--- src/verilog/madp_pkg.sv ---
// Contract
// x low line from address bits 1-3
// x high line from address bits 4-6
// y low line from address bits 7-8
// y high from bits 9-10 and bank
// y high 0-2 reach unswitched erasable
// y high 3-7 reach switched erasable
// switched window follows loaded bank, overlapping
// fixed selects 11-16 plus complements driven
// counter signals inhibited outside counter range
// five counter groups of eight locations
// stored words carry odd total parity
// parity bit generated for erasable writes
// checker uses bits 1-14 and 16
// fifteen data bits reduce to five groups
// group bit one when ones even
// groups feed tree with inverted copy
// read parity bit captured in flip-flop
// mismatch of flop and tree alarms
// write parity driven on own line
// address loads on control with write timing
// each select group exactly one line
// alarm only sampled during a readout
`default_nettype none
package madp_pkg;
    localparam int ADDR_W   = 12;
    localparam int WORD_W   = 16;
    localparam int EB_W     = 3;
    localparam int FB_W     = 5;
    localparam int FE_W     = 3;
    localparam int FSEL_W   = 6;
    localparam int GROUP_N  = 5;
    localparam int WB_ADR_W = 8;

    // address register field positions, bit 1 is the least significant
    localparam int XL_LSB  = 1;
    localparam int XL_MSB  = 3;
    localparam int XH_LSB  = 4;
    localparam int XH_MSB  = 6;
    localparam int YL_LSB  = 7;
    localparam int YL_MSB  = 8;
    localparam int YH_LSB  = 9;
    localparam int YH_MSB  = 10;
    localparam int REG_LSB = 11;
    localparam int REG_MSB = 12;
    localparam int PARITY_BIT = 15;

    localparam logic [1:0] YH_SWITCHED     = 2'h3;
    localparam logic [1:0] REGION_ERASABLE = 2'h0;
    localparam logic [1:0] REGION_FSWITCH  = 2'h1;
    localparam logic [1:0] REGION_FFIX2    = 2'h2;
    localparam logic [1:0] FB_EXT_SEL      = 2'h3;
    localparam logic [2:0] FE_SUPER        = 3'h4;
    localparam logic [5:0] FSEL_NONE       = 6'h00;
    localparam logic [5:0] FIXED_BANK_2    = 6'h02;
    localparam logic [5:0] FIXED_BANK_3    = 6'h03;
    localparam logic [2:0] GROUP_FIRST     = 3'h2;

    // register map, byte addresses
    localparam logic [7:0] OFS_ERASABLE_BANK_REG  = 8'h00;
    localparam logic [7:0] OFS_FIXED_BANK_REG  = 8'h04;
    localparam logic [7:0] OFS_FIXED_EXTENSION_REG   = 8'h08;
    localparam logic [7:0] OFS_STATUS = 8'h0C;
    localparam int ST_ALARM_BIT = 12;

    // reset values; selects reset to the decode of address zero
    localparam logic [11:0] ADDR_RST = 12'h000;
    localparam logic [2:0]  EB_RST   = 3'h0;
    localparam logic [4:0]  FB_RST   = 5'h00;
    localparam logic [2:0]  FE_RST   = 3'h0;
    localparam logic [7:0]  SEL8_RST = 8'h01;
    localparam logic [3:0]  SEL4_RST = 4'h1;
    localparam logic [4:0]  GRP_RST  = 5'h00;
    localparam logic [31:0] WORD_ZERO = 32'h0000_0000;
endpackage
`default_nettype wire

--- src/verilog/madp_onehot.sv ---
`timescale 1ns/1ps
`default_nettype none
module madp_onehot #(
    parameter int IDX_W = 3
) (
    input  wire logic [IDX_W-1:0]      idx_i,   // binary index
    output wire logic [(1<<IDX_W)-1:0] lines_o  // one line per index value
);
    genvar i;
    generate
        for (i = 0; i < (1 << IDX_W); i++) begin : g_line
            // exactly one compare matches any index value
            assign lines_o[i] = (idx_i == IDX_W'(i));
        end
    endgenerate
endmodule
`default_nettype wire

--- src/verilog/madp_parity.sv ---
`timescale 1ns/1ps
`default_nettype none
module madp_parity (
    input  wire logic [16:1] word_i,    // memory word, bit 15 ignored
    output wire logic [5:1]  group_o,   // parity_group_1 .. parity_group_5
    output wire logic [5:1]  group_n_o, // complements of the groups
    output wire logic        tree_o,    // one when data bits hold odd ones
    output wire logic        tree_n_o   // inverted tree output
);
    logic [15:1] data15;

    // bit 15 is the parity bit itself and is left out of the check
    assign data15 = {word_i[16], word_i[14:1]};

    genvar g;
    generate
        for (g = 1; g <= 5; g++) begin : g_grp
            // zero for odd ones in the triple, one for even
            assign group_o[g]   = ~^data15[3*g -: 3];
            assign group_n_o[g] = ~group_o[g];
        end
    endgenerate

    // odd data ones means the parity bit must be zero to keep odd total
    assign tree_o   = ^group_n_o;
    assign tree_n_o = ~tree_o;
endmodule
`default_nettype wire

--- src/verilog/madp_top.sv ---
// Decided for this implementation: the placing of the registers and the Wishbone interface to the registers.
`timescale 1ns/1ps
`default_nettype none
module madp_top (
    input  wire logic        CLK_I,                  // 10 MHz clock
    input  wire logic        SYS_RST_I,              // sync reset, high
    input  wire logic [7:0]  ADR_I,                  // wishbone byte address
    input  wire logic [31:0] DAT_I,                  // wishbone write data
    input  wire logic [3:0]  SEL_I,                  // wishbone byte enables
    input  wire logic        WE_I,                   // wishbone write
    input  wire logic        CYC_I,                  // wishbone cycle
    input  wire logic        STB_I,                  // wishbone strobe
    output logic      [31:0] DAT_O,                  // wishbone read data
    output logic             ACK_O,                  // wishbone acknowledge
    input  wire logic [16:1] WRITE_LINES_I,          // write lines
    input  wire logic        ADDRESS_WRITE_CONTROL_I, // address write control
    input  wire logic        WRITE_TIMING_I,         // write timing signal
    input  wire logic [16:1] READ_WORD_I,            // word read from memory
    input  wire logic        STORED_PARITY_BIT_I,    // parity bit from memory
    input  wire logic        READOUT_I,              // readout in progress
    input  wire logic [16:1] WRITE_WORD_I,           // word to erasable memory
    input  wire logic        ERASABLE_WRITE_I,       // erasable write strobe
    output logic      [7:0]  X_LOW_SELECT_O,         // x low select lines
    output logic      [7:0]  X_HIGH_SELECT_O,        // x high select lines
    output logic      [3:0]  Y_LOW_SELECT_O,         // y low select lines
    output logic      [7:0]  Y_HIGH_SELECT_O,        // y high select lines
    output logic      [5:0]  FIXED_SELECT_O,         // fixed selects 11..16
    output logic      [5:0]  FIXED_SELECT_N_O,       // complements
    output logic      [4:0]  COUNTER_GROUP_O,        // counter groups 2..6
    output logic             PARITY_ALARM_O,         // parity alarm pulse
    output logic             PARITY_WRITE_LINE_O,    // parity write line
    output logic      [12:1] ADDRESS_REG_O           // address register
);
    logic [12:1] addr_q;
    logic [12:1] addr_d;
    logic [2:0]  erasable_bank_reg_q;
    logic [4:0]  fixed_bank_reg_q;
    logic [2:0]  fixed_extension_reg_q;
    logic [7:0]  xl_q;
    logic [7:0]  xh_q;
    logic [3:0]  yl_q;
    logic [7:0]  yh_q;
    logic [5:0]  fsel_q;
    logic [5:0]  fsel_n_q;
    logic [4:0]  grp_q;
    logic [16:1] rword_q;
    logic        sap_q;
    logic        chk_q;
    logic        alarm_q;
    logic        alarm_d;
    logic        sticky_q;
    logic        sticky_d;
    logic        pwl_q;
    logic        pwl_d;
    logic        ack_q;
    logic [31:0] dat_q;

    // address register load
    logic        addr_load;
    logic [12:1] wl_addr;
    assign addr_load = ADDRESS_WRITE_CONTROL_I & WRITE_TIMING_I;
    assign wl_addr   = WRITE_LINES_I[12:1];
    assign addr_d    = addr_load ? wl_addr : addr_q;

    // address fields
    logic [2:0] xl_idx;
    logic [2:0] xh_idx;
    logic [1:0] yl_idx;
    logic [1:0] yh_field;
    logic [2:0] yh_idx;
    logic [1:0] region;
    assign xl_idx   = addr_q[madp_pkg::XL_MSB:madp_pkg::XL_LSB];
    assign xh_idx   = addr_q[madp_pkg::XH_MSB:madp_pkg::XH_LSB];
    assign yl_idx   = addr_q[madp_pkg::YL_MSB:madp_pkg::YL_LSB];
    assign yh_field = addr_q[madp_pkg::YH_MSB:madp_pkg::YH_LSB];
    assign region   = addr_q[madp_pkg::REG_MSB:madp_pkg::REG_LSB];

    // the top quarter of erasable space is the switched window; the
    // bank number picks the y high line, so banks 0..2 alias unswitched
    assign yh_idx = (yh_field == madp_pkg::YH_SWITCHED) ? erasable_bank_reg_q
                                                        : {1'b0, yh_field};

    logic [7:0] xl_lines;
    logic [7:0] xh_lines;
    logic [3:0] yl_lines;
    logic [7:0] yh_lines;

    madp_onehot #(.IDX_W(3)) u_xl (
        .idx_i   (xl_idx),
        .lines_o (xl_lines)
    );
    madp_onehot #(.IDX_W(3)) u_xh (
        .idx_i   (xh_idx),
        .lines_o (xh_lines)
    );
    madp_onehot #(.IDX_W(2)) u_yl (
        .idx_i   (yl_idx),
        .lines_o (yl_lines)
    );
    madp_onehot #(.IDX_W(3)) u_yh (
        .idx_i   (yh_idx),
        .lines_o (yh_lines)
    );

    // fixed bank selection; erasable addresses drive no fixed select
    logic       fixed_extension_reg_hit;
    logic [5:0] fsel_d;
    assign fixed_extension_reg_hit = (fixed_bank_reg_q[4:3] == madp_pkg::FB_EXT_SEL) & (fixed_extension_reg_q >= madp_pkg::FE_SUPER);
    assign fsel_d = (region == madp_pkg::REGION_ERASABLE) ? madp_pkg::FSEL_NONE
                  : (region == madp_pkg::REGION_FSWITCH)  ? {fixed_extension_reg_hit, fixed_bank_reg_q}
                  : (region == madp_pkg::REGION_FFIX2)    ? madp_pkg::FIXED_BANK_2
                  :                                         madp_pkg::FIXED_BANK_3;

    // counter groups are decoded from the same selects the core sees
    logic       cnt_inhibit;
    logic [4:0] grp_d;
    assign cnt_inhibit = ~((region == madp_pkg::REGION_ERASABLE)
                           & yh_lines[0] & yl_lines[0]);
    genvar g;
    generate
        for (g = 0; g < madp_pkg::GROUP_N; g++) begin : g_cnt
            assign grp_d[g] = ~cnt_inhibit & xh_lines[int'(madp_pkg::GROUP_FIRST) + g];
        end
    endgenerate

    // parity check on readout and generation on write
    logic        rd_tree;
    logic        rd_tree_n;
    logic        wr_tree_n;
    logic [15:1] rd_data15;
    logic [15:1] wr_data15;
    assign rd_data15 = {READ_WORD_I[16], READ_WORD_I[14:1]};
    assign wr_data15 = {WRITE_WORD_I[16], WRITE_WORD_I[14:1]};

    madp_parity u_rd_par (
        .word_i    (rword_q),
        .group_o   (),
        .group_n_o (),
        .tree_o    (rd_tree),
        .tree_n_o  (rd_tree_n)
    );
    madp_parity u_wr_par (
        .word_i    (WRITE_WORD_I),
        .group_o   (),
        .group_n_o (),
        .tree_o    (),
        .tree_n_o  (wr_tree_n)
    );

    // set output of the flop meets the tree, reset output its inverse
    assign alarm_d = chk_q & ((sap_q & rd_tree) | (~sap_q & rd_tree_n));
    // parity line holds its value between writes
    assign pwl_d   = ERASABLE_WRITE_I ? wr_tree_n : pwl_q;

    // wishbone decode; one wait state, ack is dropped after one cycle
    logic        wb_req;
    logic        wb_wr;
    logic        hit_eb;
    logic        hit_fb;
    logic        hit_fe;
    logic        hit_st;
    logic        alarm_clr;
    logic [31:0] status_w;
    logic [31:0] rd_mux;
    assign wb_req = CYC_I & STB_I & ~ack_q;
    assign wb_wr  = wb_req & WE_I;
    assign hit_eb = (ADR_I == madp_pkg::OFS_ERASABLE_BANK_REG);
    assign hit_fb = (ADR_I == madp_pkg::OFS_FIXED_BANK_REG);
    assign hit_fe = (ADR_I == madp_pkg::OFS_FIXED_EXTENSION_REG);
    assign hit_st = (ADR_I == madp_pkg::OFS_STATUS);
    assign alarm_clr = wb_wr & hit_st & SEL_I[1] & DAT_I[madp_pkg::ST_ALARM_BIT];
    // a new alarm in the clearing cycle survives
    assign sticky_d  = alarm_d | (sticky_q & ~alarm_clr);
    assign status_w  = {18'h00000, pwl_q, sticky_q, addr_q};
    assign rd_mux = hit_eb ? 32'(erasable_bank_reg_q)
                  : hit_fb ? 32'(fixed_bank_reg_q)
                  : hit_fe ? 32'(fixed_extension_reg_q)
                  : hit_st ? status_w
                  :          madp_pkg::WORD_ZERO;

    always_ff @(posedge CLK_I) begin
        if (SYS_RST_I) begin
            erasable_bank_reg_q <= madp_pkg::EB_RST;
            fixed_bank_reg_q <= madp_pkg::FB_RST;
            fixed_extension_reg_q  <= madp_pkg::FE_RST;
        end else if (wb_wr & SEL_I[0]) begin
            if (hit_eb) begin
                erasable_bank_reg_q <= DAT_I[2:0];
            end
            if (hit_fb) begin
                fixed_bank_reg_q <= DAT_I[4:0];
            end
            if (hit_fe) begin
                fixed_extension_reg_q <= DAT_I[2:0];
            end
        end
    end

    always_ff @(posedge CLK_I) begin
        if (SYS_RST_I) begin
            ack_q <= 1'b0;
            dat_q <= madp_pkg::WORD_ZERO;
        end else begin
            ack_q <= wb_req;
            dat_q <= (wb_req & ~WE_I) ? rd_mux : madp_pkg::WORD_ZERO;
        end
    end

    always_ff @(posedge CLK_I) begin
        if (SYS_RST_I) begin
            addr_q   <= madp_pkg::ADDR_RST;
            xl_q     <= madp_pkg::SEL8_RST;
            xh_q     <= madp_pkg::SEL8_RST;
            yl_q     <= madp_pkg::SEL4_RST;
            yh_q     <= madp_pkg::SEL8_RST;
            fsel_q   <= madp_pkg::FSEL_NONE;
            fsel_n_q <= ~madp_pkg::FSEL_NONE;
            grp_q    <= madp_pkg::GRP_RST;
        end else begin
            addr_q   <= addr_d;
            xl_q     <= xl_lines;
            xh_q     <= xh_lines;
            yl_q     <= yl_lines;
            yh_q     <= yh_lines;
            fsel_q   <= fsel_d;
            fsel_n_q <= ~fsel_d;
            grp_q    <= grp_d;
        end
    end

    always_ff @(posedge CLK_I) begin
        if (SYS_RST_I) begin
            rword_q  <= '0;
            sap_q    <= 1'b0;
            chk_q    <= 1'b0;
            alarm_q  <= 1'b0;
            sticky_q <= 1'b0;
            pwl_q    <= 1'b0;
        end else begin
            if (READOUT_I) begin
                rword_q <= READ_WORD_I;
            end
            // flop is set by a one, otherwise left reset
            sap_q    <= READOUT_I & STORED_PARITY_BIT_I;
            chk_q    <= READOUT_I;
            alarm_q  <= alarm_d;
            sticky_q <= sticky_d;
            pwl_q    <= pwl_d;
        end
    end

    assign DAT_O               = dat_q;
    assign ACK_O               = ack_q;
    assign X_LOW_SELECT_O      = xl_q;
    assign X_HIGH_SELECT_O     = xh_q;
    assign Y_LOW_SELECT_O      = yl_q;
    assign Y_HIGH_SELECT_O     = yh_q;
    assign FIXED_SELECT_O      = fsel_q;
    assign FIXED_SELECT_N_O    = fsel_n_q;
    assign COUNTER_GROUP_O     = grp_q;
    assign PARITY_ALARM_O      = alarm_q;
    assign PARITY_WRITE_LINE_O = pwl_q;
    assign ADDRESS_REG_O       = addr_q;
endmodule
`default_nettype wire
--- config.mk ---
export PLATFORM = sky130hd
export DESIGN_NAME = madp_top
export DESIGN_NICKNAME = d
export VERILOG_FILES = /design/src/verilog/madp_pkg.sv /design/src/verilog/madp_onehot.sv /design/src/verilog/madp_parity.sv /design/src/verilog/madp_top.sv
export SDC_FILE = /design/constraint.sdc
export NUM_CORES = 1
export LEC_CHECK = 0
export ABC_AREA = 1
export ABC_CLOCK_PERIOD_IN_PS = 1200
export BUFFER_PORTS_ARGS = -buffer_cell sky130_fd_sc_hd__buf_2
export CORE_ASPECT_RATIO = 0.9
export CORE_MARGIN = 2
export CORE_UTILIZATION = 42
export DETAILED_ROUTE_END_ITERATION = 10
export GPL_TIMING_DRIVEN = 1
export PLACE_DENSITY_LB_ADDON = 0.3
export SETUP_SLACK_MARGIN = 0.15
export SLEW_MARGIN = 5
export SYNTH_ARGS = -nofsm -noshare
export SYNTH_HDL_FRONTEND = slang
export SYNTH_SLANG_ARGS = --single-unit
--- constraint.sdc ---
create_clock -name CLK_I -period 1.2 [get_ports CLK_I]
set_input_delay 0.18 -clock CLK_I [delete_from_list [all_inputs] [get_ports CLK_I]]
set_output_delay 0.18 -clock CLK_I [all_outputs]
set_load 0.05 [all_outputs]
==> summary.txt <==
Clock tree
  • H-tree levels: 3
  • Clk buf depth: 2
  • TritonCTS Sinks: 103
  • CTS tree: yes
  • Clk_lat worst skew: around 0.36 ns
  • Num CTS Buffers: 9
  • Clk root buf: clkbuf_8
  • Clock transition at path regs: 0.09 ns

Logic synthesis
  • Flops & latches, synth: 103
  • Largest family of logic cells by synthesized area: simple AND/OR/NAND/NOR gates
  • Synth Warn #: 0
  • XOR/XNOR share of the synthesized area: 0.0108
  • Synth cell count leaders: 116 x nand2_1, 103 x dfxtp_1, 74 x inv_1, 52 x nor2_1, 47 x o21ai_0
  • Avg Cell Area, Syn: 7.62 um^2
  • Largest area contributor in the netlist: dfxtp_1
  • Most instantiated library cell after synthesis: nand2_1
  • Mux share of post-synthesis cell area: 0
  • Simple-gate area share of the yosys netlist: 0.249
  • Yosys cell types: 32
  • Post-synth top flop: dfxtp_1
  • Post-synth EDFFs: 0
  • Synth Area in Adders: 0
  • Top-area cell type share of the netlist area: 0.510
  • Post-synthesis async set-or-reset flop share: 0
  • Mapped cell area: 4040 um^2
  • Syn Inst Count: 530
  • Area contributors post-synth: dfxtp_1 51%, nand2_1 11%, inv_1 6.9%, o21ai_0 5.8%, nor2_1 4.8%
  • Seq/Total Area, Yosys: 0.510
  • Synth Area in Compound Gates: 0.115

Layout
  • Final Cell Area: 6380 um^2
  • Antenna cells: 0
  • Area Overhead vs Synth: 58.0%
  • Share of layout cells above drive strength 1: 0.488
  • Nets: 818

Placement
  • RD Place Congestion: ~0.85
  • DP Area: a little over 5000 um^2
  • HPWL after DPL: 7670 um
  • IO buf count: 141
  • Post-place setup slack: -0.183 ns

Setup path
  • CP max stage delay: about 0.34 ns
  • Startpoint types: register
  • CP endpoint kind: register
  • CP Data Required Time: 1.48 ns
  • CP max FO: 4
  • Worst path cell trace: nand3b_1 > nor2_1 > nand2_2 > nor2_4 > o21ai_0 > o21ai_1
  • Slowest-stage cell, CP: dfxtp_4
  • Worst Path Class, Setup: reg2reg
  • Crit path DAT: 1.71 ns
  • CP top delay family: simple AND/OR/NAND/NOR gates
  • Bufs and invs on worst path: 0

Power and ir drop
  • Gate power share: 0.205
  • Sw Pwr: ~2200 uW
  • Sw Ratio: 0.309
  • Lkg Pwr: just under 0.003 uW
  • Maximum VDD drop: 0.694 mV
  • Clk pwr share: 0.293
  • Int Power: 5000 uW
  • Pwr dens: 1130 nW/um^2
  • Sequential power share: 0.502

Die
  • Die X: about 110 um
  • Cell Rows: 33
  • Die footprint: 10400 um^2
  • Area of the core: 9250 um^2
  • Die height: around 97 um
  • # IOs: around 190
  • Initial Util: 0.437

Global routing
  • Tot GR Track Use: 0.202
  • Pin count of the biggest net entering global routing: 29
  • Total grt overflow: 0
  • Initial antenna violation count: 0
  • Vias in the first global route: around 3700
  • First-pass GRT wire length: 16700 um

Hold path
  • Class of the worst hold path: in2reg

Timing
  • Fmax: 699 MHz
  • Setup tns final: -4.76 ns
  • Tmin final: around 1.4 ns
  • Final WS setup: -0.230 ns
  • RSZ-0062 raised after global routing: yes
  • Final Slew Violations: 0
  • Count of final hold-check violations: 0
  • Period utilisation layout: 1.19
  • Count of final setup violators: 31
  • Clk_skew: 0.0167 ns

Detailed routing
  • Detailed Routing Iterations Pass 1: 5
  • Detailed Route WL: 11600 um
  • Via/cell ratio: 4.76
  • Per-cell routed wire length: 13.8 um
  • Routed vias: 4016
  • DR DRC count: 0
  • Initial DRC count: 267
  • DRT antenna net count: 0

Run
  • Max-cap violations: 0

Status
  • Status: finished with violations
  • Failing checks: negative setup slack
## cell families (layout without fill, tap and decap cells)
family / Yosys count / in the layout
flip-flops: 103 / 103
XOR/XNOR: 5 / 5
AO/OA/AOI/OAI: 90 / 90
buffers and inverters: 104 / 278
AND/OR/NAND/NOR: 227 / 227
other: 1 / 18
## layout by cell type, fill, tap and decap left out, types with 3 or more instances in the layout
cell	instances
nor3_1	5
o21ai_0	41
nand3_1	24
a21oi_1	35
clkbuf_8	11
inv_1	57
nor3_2	9
nand2_2	19
conb_1	18
nor3_4	4
buf_2	67
nor2_1	49
inv_2	15
o21ai_2	4
xor2_1	3
dfxtp_4	13
o21ai_1	5
nand4_1	3
buf_4	36
nand2_1	99
dfxtp_2	66
nor2_4	5
buf_8	56
buf_6	24
dfxtp_1	24
## stage by stage
step / util / cells / power [uW] / hold WS, ns
global route: 0.690 / 843 / 7570 / 0.0648
detailed placement: 0.544 / 806 / 4850 / 0.382
floorplan: - / 547 / 4540 / 0.274
global placement: 0.544 / 806 / 4820 / 0.370
CTS: 0.645 / 835 / 7110 / 0.0512
finish: 0.690 / 843 / 7230 / 0.0571
## power groups by stage
stage               Combinational [uW]  Clock (uW)  Sequential, uW
finish                            1480        2120            3630
global route                      1600        2330            3640
CTS                               1340        2150            3610
detailed placement                1160           0            3690
global placement                  1130           0            3690
floorplan                          630           0            3910
## final cells by class
type                            instances  area (um^2)
Multi-Input combinational cell        340         1780
Sequential cell                       103         2190
Clock buffer                           11          151
Timing Repair Buffer                  186         1770
Fill cell                             673         2870
Tap cell                              122          153
Inverter                               76          294
Clock inverter                          5         46.3
## final timing paths
| path | from | endpoint | slack [ns] | cells past startpoint |
|---|---|---|---|---|
| worst max-delay path | ACK_O$_SDFF_PP0_ | DAT_O[1]$_SDFF_PP0_ | -0.23 | 6 |
| worst min-delay path | READ_WORD_I[14] | rword_q[14]$_SDFFE_PP0P_ | 0.06 | 3 |
| worst max register to register | ACK_O$_SDFF_PP0_ | DAT_O[1]$_SDFF_PP0_ | -0.23 | 6 |
| worst min register to register | sticky_q$_SDFF_PP0_ | DAT_O[12]$_SDFF_PP0_ | 0.44 | 2 |
## state kept, by name, indices dropped and copies added, names as in the netlist, 3 cells and up
name                   count
Y_HIGH_SELECT_O            8
FIXED_SELECT_O             6
X_LOW_SELECT_O             8
fixed_bank_reg_q           5
DAT_O                     14
Y_LOW_SELECT_O             4
ADDRESS_REG_O             12
COUNTER_GROUP_O            5
FIXED_SELECT_N_O           6
erasable_bank_reg_q        3
rword_q                   15
fixed_extension_reg_q      3
X_HIGH_SELECT_O            8
## metal layers
metal,vias up,routed length [um],share of wire,track usage
met3,23,702,0.060,0.0323
met5,-,0,0,0
li1,2006,-,-,-
met2,154,6030,0.52,0.351
met4,0,333,0.029,0.0897
met1,1833,4560,0.39,0.245
## repair_timing
action                                 in CTS  in global routing
setup endpoints to repair                 111                113
buffers inserted                           12                  8
resized for setup                         224                118
pin swaps                                   5                 17
endpoints found under the hold margin       1                  0
hold buffers                                1                  0
## tightest hold or removal path: cells and delay by family
kind	cells	cell delay [ns]
buffers and inverters	1	0.08
and+or+nand+nor	2	0.12
No activity file was read; power rests on OpenSTA's default activity.
